$ cat src/pmi_params.svh
`ifndef PMI_PARAMS_SVH
`define PMI_PARAMS_SVH

// Sub addresses reached over the two-wire serial port.
`define PMI_SUB_TEMP 8'h05
`define PMI_SUB_MASK 8'h06

// Field positions in the temperature status byte.
`define PMI_BIT_TEMP 0

// Field positions in the interrupt enable and boost request byte.
`define PMI_BIT_CHG_EN 7
`define PMI_BIT_FAULT_EN 6
`define PMI_BIT_PWR_EN 5
`define PMI_BIT_BOOST_EN 4
`define PMI_BIT_ILIM_EN 3
`define PMI_BIT_UVCL_EN 2
`define PMI_BIT_BOOST_REQ 1

// Reset value and writable bits of the enable byte.
`define PMI_MASK_RESET 8'h00
`define PMI_MASK_WRITABLE 8'hFE

// Serial slave address; the value is arbitrary.
`define PMI_DEV_ADDR 7'h2A

// Bits in one serial byte.
`define PMI_BYTE_BITS 4'h8

`endif

$ cat src/pmi_pkg.sv
package pmi_pkg;

   typedef enum logic [3:0] {
      PMI_IDLE = 4'b0000,
      PMI_ADDR = 4'b0001,
      PMI_AACK = 4'b0010,
      PMI_SUB = 4'b0011,
      PMI_SACK = 4'b0100,
      PMI_WR = 4'b0101,
      PMI_WACK = 4'b0110,
      PMI_RD = 4'b0111,
      PMI_MACK = 4'b1000
   } pmi_serial_e;

   typedef logic [3:0] pmi_group_t;

endpackage : pmi_pkg

$ cat src/pmi_grp_if.sv
`timescale 1ns/100ps
interface pmi_grp_if #(parameter int W = 4);
   logic [W-1:0] sig;
   logic en;
   logic hit;

   modport det (input sig, input en, output hit);
   modport top (output sig, output en, input hit);
endinterface : pmi_grp_if

$ cat src/pmi_sync.sv
`timescale 1ns/100ps
module pmi_sync #(parameter int W = 1) (
   input wire logic clk,
   input wire logic resetn,
   input wire logic [W-1:0] d,
   output logic [W-1:0] q
);

   logic [W-1:0] meta_r;

   always_ff @(posedge clk or negedge resetn) begin
      if (!resetn) begin
         meta_r <= '0;
         q <= '0;
      end else begin
         meta_r <= d;
         q <= meta_r;
      end
   end

endmodule : pmi_sync

$ cat src/pmi_chg_det.sv
`timescale 1ns/100ps
module pmi_chg_det import pmi_pkg::*; #(parameter int W = 4) (
   input wire logic clk,
   input wire logic resetn,
   pmi_grp_if.det grp
);

   logic [W-1:0] prev_r;
   logic [2:0] primed_r;

   // The synchroniser delivers real samples only from the second edge
   // after reset, so the history is trusted once it has stored one of
   // them; no spurious change is seen when the status inputs settle.
   always_ff @(posedge clk or negedge resetn) begin
      if (!resetn) begin
         prev_r <= '0;
         primed_r <= 3'h0;
      end else begin
         prev_r <= grp.sig;
         primed_r <= {primed_r[1:0], 1'h1};
      end
   end

   assign grp.hit = grp.en & primed_r[2] & (grp.sig != prev_r); // [RQ11]

endmodule : pmi_chg_det

$ cat src/pmi_irq_mask.sv
// How it works
// [RQ1] Sub address 05 bit 0 flags temperature.
// [RQ2] Enable bit 7: charger state change interrupts.
// [RQ3] Enable bit 6: fault flag change interrupts.
// [RQ4] Enable bit 5: input power change interrupts.
// [RQ5] Enable bit 4: boost state or ID changes.
// [RQ6] Enable bit 3: input current limit changes.
// [RQ7] Enable bit 2: brownout limit changes.
// [RQ8] Any write to sub 06 clears pending.
// [RQ9] Bit 1 requests manual boost; resets zero.
// [RQ10] Boost blocked while USB or wall powered.
// [RQ11] Enabled change sets sticky pending interrupt.
// [RQ12] Host reads status, then writes mask byte.
`timescale 1ns/100ps
`include "pmi_params.svh"
module pmi_irq_mask import pmi_pkg::*; #(
   parameter logic [6:0] DEV_ADDR = `PMI_DEV_ADDR
) (
   input wire logic clk,
   input wire logic resetn,
   input wire logic sclIn,
   input wire logic sdaIn,
   output logic sdaOut,
   output logic sdaOe,
   output logic irqOut,
   output logic irqOe,
   input wire logic [2:0] chargerState,
   input wire logic overvoltageFault,
   input wire logic badCellFault,
   input wire logic boostOvercurrentFault,
   input wire logic thermistorHotFault,
   input wire logic usbInputValid,
   input wire logic wallInputValid,
   input wire logic extPowerPresent,
   input wire logic boostEnabledState,
   input wire logic idPinDetected,
   input wire logic inputLimitActive,
   input wire logic brownoutLimitActive,
   input wire logic tempOutOfChargeRange,
   input wire logic idAutoBoostLockout,
   input wire logic usbVoltageApplied,
   input wire logic wallVoltageApplied,
   output logic boostEnable
);

   localparam int NSYNC = 20;
   localparam int NGRP = 6;

   // Synchronised copies of every pin and status input.
   logic [NSYNC-1:0] rawIn;
   logic [NSYNC-1:0] syncOut;
   logic sclS;
   logic sdaS;
   logic wallAppS;
   logic usbAppS;
   logic lockoutS;
   logic tempS;
   logic brownS;
   logic ilimS;
   logic idS;
   logic boostStS;
   logic extS;
   logic wallS;
   logic usbS;
   logic hotS;
   logic boostFltS;
   logic badCellS;
   logic ovS;
   logic [2:0] chgS;

   // The bus lines pass inverted, so the synchroniser's reset state is
   // the idle high bus and no false edge follows reset.
   assign rawIn = {~sclIn, ~sdaIn, wallVoltageApplied, usbVoltageApplied,
      idAutoBoostLockout, tempOutOfChargeRange, brownoutLimitActive,
      inputLimitActive, idPinDetected, boostEnabledState, extPowerPresent,
      wallInputValid, usbInputValid, thermistorHotFault,
      boostOvercurrentFault, badCellFault, overvoltageFault, chargerState};

   pmi_sync #(.W(NSYNC)) uSync (
      .clk(clk),
      .resetn(resetn),
      .d(rawIn),
      .q(syncOut)
   );

   assign {sclS, sdaS, wallAppS, usbAppS, lockoutS, tempS, brownS, ilimS,
      idS, boostStS, extS, wallS, usbS, hotS, boostFltS, badCellS, ovS,
      chgS} = syncOut ^ 20'hC0000;

   // Serial slave state.
   pmi_serial_e state_r;
   pmi_serial_e state_nxt;
   logic [3:0] cnt_r;
   logic [3:0] cnt_nxt;
   logic [7:0] sh_r;
   logic [7:0] sh_nxt;
   logic [7:0] sub_r;
   logic [7:0] sub_nxt;
   logic sdaOe_r;
   logic sdaOe_nxt;
   logic rw_r;
   logic rw_nxt;
   logic nack_r;
   logic nack_nxt;
   logic sclPrev_r;
   logic sdaPrev_r;

   // Register file and interrupt state.
   logic [7:0] mask_r;
   logic [7:0] mask_nxt;
   logic pending_r;
   logic pending_nxt;
   logic boostEnable_r;
   logic boostEnable_nxt;

   wire sclRise = sclS & ~sclPrev_r;
   wire sclFall = ~sclS & sclPrev_r;
   wire startCond = sclS & sclPrev_r & sdaPrev_r & ~sdaS;
   wire stopCond = sclS & sclPrev_r & ~sdaPrev_r & sdaS;
   wire byteDone = (cnt_r == `PMI_BYTE_BITS);
   wire rxState = (state_r == PMI_ADDR) | (state_r == PMI_SUB) |
      (state_r == PMI_WR);
   wire regWr = sclFall & (state_r == PMI_WR) & byteDone;
   wire maskWr = regWr & (sub_r == `PMI_SUB_MASK);
   wire selTemp = (sub_r == `PMI_SUB_TEMP);
   wire selMask = (sub_r == `PMI_SUB_MASK);
   wire [7:0] tempByte = {7'h00, tempS}; // [RQ1]
   wire [7:0] rdData = selTemp ? tempByte :
      (selMask ? mask_r : 8'h00);

   always_comb begin
      state_nxt = state_r;
      cnt_nxt = cnt_r;
      sh_nxt = sh_r;
      sub_nxt = sub_r;
      sdaOe_nxt = sdaOe_r;
      rw_nxt = rw_r;
      nack_nxt = nack_r;
      if (startCond) begin
         state_nxt = PMI_ADDR;
         cnt_nxt = 4'h0;
         sdaOe_nxt = 1'b0;
      end else if (stopCond) begin
         state_nxt = PMI_IDLE;
         sdaOe_nxt = 1'b0;
      end else if (sclRise) begin
         if (state_r == PMI_RD) begin
            cnt_nxt = cnt_r + 4'h1;
         end else if (state_r == PMI_MACK) begin
            nack_nxt = sdaS;
         end else if (rxState) begin
            sh_nxt = {sh_r[6:0], sdaS};
            cnt_nxt = cnt_r + 4'h1;
         end
      end else if (sclFall) begin
         unique case (state_r)
            PMI_IDLE: begin
               state_nxt = PMI_IDLE;
            end
            PMI_ADDR: begin
               if (byteDone) begin
                  if (sh_r[7:1] == DEV_ADDR) begin
                     rw_nxt = sh_r[0];
                     sdaOe_nxt = 1'b1;
                     state_nxt = PMI_AACK;
                  end else begin
                     state_nxt = PMI_IDLE;
                  end
               end
            end
            PMI_AACK: begin
               cnt_nxt = 4'h0;
               if (rw_r) begin
                  sh_nxt = rdData;
                  sdaOe_nxt = ~rdData[7];
                  state_nxt = PMI_RD;
               end else begin
                  sdaOe_nxt = 1'b0;
                  state_nxt = PMI_SUB;
               end
            end
            PMI_SUB: begin
               if (byteDone) begin
                  sub_nxt = sh_r;
                  sdaOe_nxt = 1'b1;
                  state_nxt = PMI_SACK;
               end
            end
            PMI_SACK: begin
               sdaOe_nxt = 1'b0;
               cnt_nxt = 4'h0;
               state_nxt = PMI_WR;
            end
            PMI_WR: begin
               if (byteDone) begin
                  sdaOe_nxt = 1'b1;
                  state_nxt = PMI_WACK;
               end
            end
            PMI_WACK: begin
               sdaOe_nxt = 1'b0;
               cnt_nxt = 4'h0;
               sub_nxt = sub_r + 8'h01;
               state_nxt = PMI_WR;
            end
            PMI_RD: begin
               if (byteDone) begin
                  sdaOe_nxt = 1'b0;
                  sub_nxt = sub_r + 8'h01;
                  state_nxt = PMI_MACK;
               end else begin
                  sdaOe_nxt = ~sh_r[6];
                  sh_nxt = {sh_r[6:0], 1'b0};
               end
            end
            PMI_MACK: begin
               if (nack_r) begin
                  state_nxt = PMI_IDLE;
               end else begin
                  sh_nxt = rdData;
                  sdaOe_nxt = ~rdData[7];
                  cnt_nxt = 4'h0;
                  state_nxt = PMI_RD;
               end
            end
            default: begin
               state_nxt = PMI_IDLE;
               sdaOe_nxt = 1'b0;
            end
         endcase
      end
   end

   always_ff @(posedge clk or negedge resetn) begin
      if (!resetn) begin
         state_r <= PMI_IDLE;
         cnt_r <= 4'h0;
         sh_r <= 8'h00;
         sub_r <= 8'h00;
         sdaOe_r <= 1'b0;
         rw_r <= 1'b0;
         nack_r <= 1'b0;
      end else begin
         state_r <= state_nxt;
         cnt_r <= cnt_nxt;
         sh_r <= sh_nxt;
         sub_r <= sub_nxt;
         sdaOe_r <= sdaOe_nxt;
         rw_r <= rw_nxt;
         nack_r <= nack_nxt;
      end
   end

   always_ff @(posedge clk or negedge resetn) begin
      if (!resetn) begin
         sclPrev_r <= 1'b1;
         sdaPrev_r <= 1'b1;
      end else begin
         sclPrev_r <= sclS;
         sdaPrev_r <= sdaS;
      end
   end

   // Enable byte; bit 0 is not implemented and reads as zero.
   assign mask_nxt = maskWr ? (sh_r & `PMI_MASK_WRITABLE) : mask_r; // [RQ9]

   // Change detectors, one per enable bit, highest bit first.
   pmi_group_t grpSig [NGRP];
   logic [NGRP-1:0] grpHit;

   assign grpSig[0] = {1'b0, chgS}; // [RQ2]
   assign grpSig[1] = {ovS, badCellS, boostFltS, hotS}; // [RQ3]
   assign grpSig[2] = {1'b0, usbS, wallS, extS}; // [RQ4]
   assign grpSig[3] = {2'b00, boostStS, idS}; // [RQ5]
   assign grpSig[4] = {3'b000, ilimS}; // [RQ6]
   assign grpSig[5] = {3'b000, brownS}; // [RQ7]

   for (genvar i = 0; i < NGRP; i++) begin : gGrp
      pmi_grp_if #(.W(4)) grp ();
      assign grp.sig = grpSig[i];
      assign grp.en = mask_r[`PMI_BIT_CHG_EN - i];
      assign grpHit[i] = grp.hit;
      pmi_chg_det #(.W(4)) uDet (
         .clk(clk),
         .resetn(resetn),
         .grp(grp.det)
      );
   end

   // A change in the same cycle as a clearing write keeps the request.
   assign pending_nxt = (|grpHit) | (pending_r & ~maskWr); // [RQ8] [RQ11]

   // Manual request forces the boost on; otherwise the ID pin starts it
   // unless locked out. Either way applied input power blocks it.
   wire boostWanted = mask_r[`PMI_BIT_BOOST_REQ] |
      (~lockoutS & idS); // [RQ9]
   assign boostEnable_nxt = boostWanted & ~usbAppS & ~wallAppS; // [RQ10]

   always_ff @(posedge clk or negedge resetn) begin
      if (!resetn) begin
         mask_r <= `PMI_MASK_RESET;
         pending_r <= 1'b0;
         boostEnable_r <= 1'b0;
      end else begin
         mask_r <= mask_nxt;
         pending_r <= pending_nxt;
         boostEnable_r <= boostEnable_nxt;
      end
   end

   // Both pins are open drain: they only ever pull low.
   assign sdaOut = 1'b0;
   assign sdaOe = sdaOe_r;
   assign irqOut = 1'b0;
   assign irqOe = pending_r; // [RQ11]
   assign boostEnable = boostEnable_r;

endmodule : pmi_irq_mask

$ cat config.mk
export PLATFORM = sky130hd
export DESIGN_NAME = pmi_irq_mask
export DESIGN_NICKNAME = d
export VERILOG_FILES = /design/src/pmi_pkg.sv /design/src/pmi_grp_if.sv /design/src/pmi_sync.sv /design/src/pmi_chg_det.sv /design/src/pmi_irq_mask.sv
export VERILOG_INCLUDE_DIRS = /design/src
export SDC_FILE = /design/constraint.sdc
export NUM_CORES = 1
export LEC_CHECK = 0
export ABC_AREA = 1
export BUFFER_PORTS_ARGS = -buffer_cell sky130_fd_sc_hd__buf_2
export CAP_MARGIN = 25
export CORE_ASPECT_RATIO = 0.9
export CORE_MARGIN = 2
export CORE_UTILIZATION = 54
export DETAILED_ROUTE_END_ITERATION = 16
export PLACE_DENSITY = 0.75
export SYNTH_ARGS = -nofsm -noshare
export SYNTH_HDL_FRONTEND = slang
export SYNTH_SLANG_ARGS = --single-unit
export TNS_END_PERCENT = 30
$ cat constraint.sdc
create_clock -name clk -period 1.8 [get_ports clk]
set_input_delay 0.36 -clock clk [delete_from_list [all_inputs] [get_ports clk]]
set_output_delay 0.36 -clock clk [all_outputs]
set_load 0.05 [all_outputs]
==> impl_metrics.ini <==
[status]
status = completed

[pwr]
p_per_area_nw_per_um2 = 849
p_int_mw = 3.00
max-vdd-ir-drop_mv = 0.654
power_mw = 4.00
p_clk_share_pct = 36.6
power_switching_share_pct = 25.1
comb_power_share_pct = 6.8
seq_power_share_pct = 56.6
p_leak_nw = 2.31
power.switching_mw = 1.00

[critical_path]
startpoint = uSync.q[19]$_DFF_PN0_
r2r_slack_ps = 100
cp.arrival_ps = 2000
r2r-start = uSync.q[19]$_DFF_PN0_
reg2reg_depth = 10
path_class = reg -> reg
reg2reg_to = sh_r[2]$_DFFE_PN0P_
cp-start-kind = register
crit_end = sh_r[2]$_DFFE_PN0P_
cp_max_fo = 5
required_ps = 2100
endpoint_kind = register

[final_layout]
post-route-util_pct = 63.5
final_cell_mix = 106 x nand2_1, 92 x dfrtp_1, 38 x inv_1, 37 x nand3_1, 27 x o21ai_0
drive_above_1_share_pct = 22.7
n_fill_cell = 598
fin_area_um2 = 4720
final_net_count = 506
diodes = 0
area_growth_pct = 16.0
mostFrequentLayoutCell = nand2_1

[die]
die_w_um = 95.5
core.rowCount = 30
die_area_um2 = 8250
die_height_um = 86.4
start_util_pct = 54.8
num_io_pins = 27
coreArea_um2 = 7430

[clock_network]
htree_levels = 3
cts_max_path_buffers = 2
cts_root_buffer = clkbuf_8
path_clk_slew_ps = 100
worstSkewPairLatency_ps = 360
cts_made_buffers = 9
tritoncts = yes
clkSinkCount = 95

[timing]
fin_crit_sh_pct = 94.5
setup_viol = 0
report.final.slew_viol_count = 0
tns_ps = 0
setup_ws_ps = 99.7
min_period_ps = 1700
clock-skew-final_ps = 11.7
max_freq_mhz = 588
report.final.hold_viol_count = 0

[placed_design]
place_hpwl_um = 5380
dp_slack_ps = -69.1
port_buffers = 24
gp_congestion = 0.895
placed_cell_area_um2 = 4390

[global_route]
grt_max_degree = 52
grt_pass1_wl_um = 12800
grt_pass1_vias = 2798
grt_usage_pct = 20.3
grt_remaining_overflow = 0
antenna_found_initial = 0

[synth]
synthDistinctLibCells = 37
synthCells = 424
yosys_warnings = 0
synth_edf_count = 0
avgSynthCellArea_um2 = 9.60
synthFlopType = dfrtp_1
synth_seq_area_share_pct = 58.5
async_flop_share_pct = 100
synth_seq_cells = 95
syn_area_um2 = 4070

[detailed_routing]
num_vias = 2959
wl_per_cell_um = 13.0
drt_iter0_drc = 266
drcViolationCount = 0
dr.pass1.iters = 5
drt_wl_total_um = 7470
vias_per_cell = 5.13
final_antenna_net_count = 0

[worst_hold_path]
hp-start = chargerState[1]
hold_path_class = in -> reg

[job]
maxCapViolCount = 0
==> worst min path at each step <==
| stage | end | slack (ps) | cells past startpoint |
|---|---|---|---|
| floorplan | boostEnable$_DFF_PN0_ | 60 | 0 |
| finish | uSync.meta_r[1]$_DFF_PN0_ | 100 | 1 |
| detailed placement | uSync.q[11]$_DFF_PN0_ | 300 | 1 |
| global placement | uSync.q[11]$_DFF_PN0_ | 300 | 1 |
| global route | uSync.meta_r[5]$_DFF_PN0_ | 80 | 1 |
| CTS | uSync.meta_r[1]$_DFF_PN0_ | 80 | 1 |
==> stage by stage <==
| stage | hold slack [ps] | instances |
|---|---|---|
| 6_report | 99.0 | 577 |
| 5_1_grt | 76.9 | 577 |
| 4_1_cts | 78.9 | 571 |
| 3_5_place_dp | 304 | 554 |
| 3_3_place_gp | 302 | 554 |
| 2_1_floorplan | 64.4 | 425 |
==> routing by layer <==
metal / track usage, % / up-vias / routed length, µm
met5: 0 / - / 0
li1: - / 1458 / -
met2: 30.9 / 68 / 3570
met1: 29.1 / 1423 / 3520
met3: 3.57 / 10 / 279
met4: 8.57 / 0 / 111
==> kinds of logic after synthesis <==
family	Yosys count	synth area share, %
AO/OA/AOI/OAI	48	7.04
XOR/XNOR	15	3.23
adder cells (fa/ha/maj)	8	2.46
buffers and inverters	52	5.41
flip-flops	95	58.5
other	2	0.185
AND/OR/NAND/NOR	204	23.2
==> cells in the mapped netlist, types with 2 or more instances <==
master	count	share of area, %
xnor2_1	12	2.6
nand2_4	2	0.55
nand2_1	109	10
nor2_2	5	0.77
buf_4	2	0.37
dfrtp_1	93	57
inv_2	7	0.65
nor2_4	3	0.83
inv_1	39	3.6
or2_2	4	0.61
xor2_1	3	0.65
a21oi_1	3	0.37
nand3b_1	3	0.55
dfstp_2	2	1.3
o22ai_1	2	0.31
nor2_1	19	1.8
nand2_2	6	0.92
nand4_1	6	0.92
o21ai_0	27	3.3
nand3_1	38	4.7
nor3_1	5	0.61
buf_2	2	0.25
buf_6	2	0.55
conb_1	2	0.18
ha_1	8	2.5
nand3_2	2	0.49
o21ai_1	8	0.98
==> state kept, by name (all words and copies together) (netlist names) <==
register / flops
boostEnable: 1
sub_r: 8
sdaOe: 1
sclPrev_r: 1
state_r: 4
nack_r: 1
cnt_r: 4
mask_r: 7
uSync.meta_r: 20
sh_r: 8
rw_r: 1
irqOe: 1
sdaPrev_r: 1
uSync.q: 20
gGrp.uDet.prev_r: 14
gGrp.uDet.primed_r: 3
==> repair_timing <==
item,4_1_cts,5_1_grt
setup endpoints to repair,12,21
gates resized for setup,3,12
endpoints found under the hold margin,24,0
hold buffers,1,0
pin swaps,1,3
buffers inserted,0,6
==> critical path: stages, from the launching register on <==
cell     delay [ps]
dfrtp_1         370
inv_1            90
ha_2            230
nand3_4         120
inv_1            90
nor2_4          120
nand3_2          90
a21oi_4         220
buf_4           160
nand3_1          70
nand2_1          70
==> area by class of cell <==
cell class              count  area, µm²  share of cell area, %
inverters                  46        178                   3.76
flip-flops and latches     95       2380                   50.5
repair buffers             46        303                   6.42
clock inverters             7       93.8                   1.99
clock buffers               9        124                   2.62
multi-input cells         278       1520                   32.2
well taps                  96        120                   2.55
==> power by group through the flow <==
stage / Combinational [mW] / Clock, mW / Sequential [mW]
after CTS: 0.259 / 1.51 / 2.26
after global routing: 0.308 / 1.59 / 2.28
after floorplan: 0.140 / 0 / 2.29
after detailed placement: 0.252 / 0 / 2.31
after global placement: 0.246 / 0 / 2.30
final: 0.273 / 1.47 / 2.27
Power figures use the tool's default switching activity.
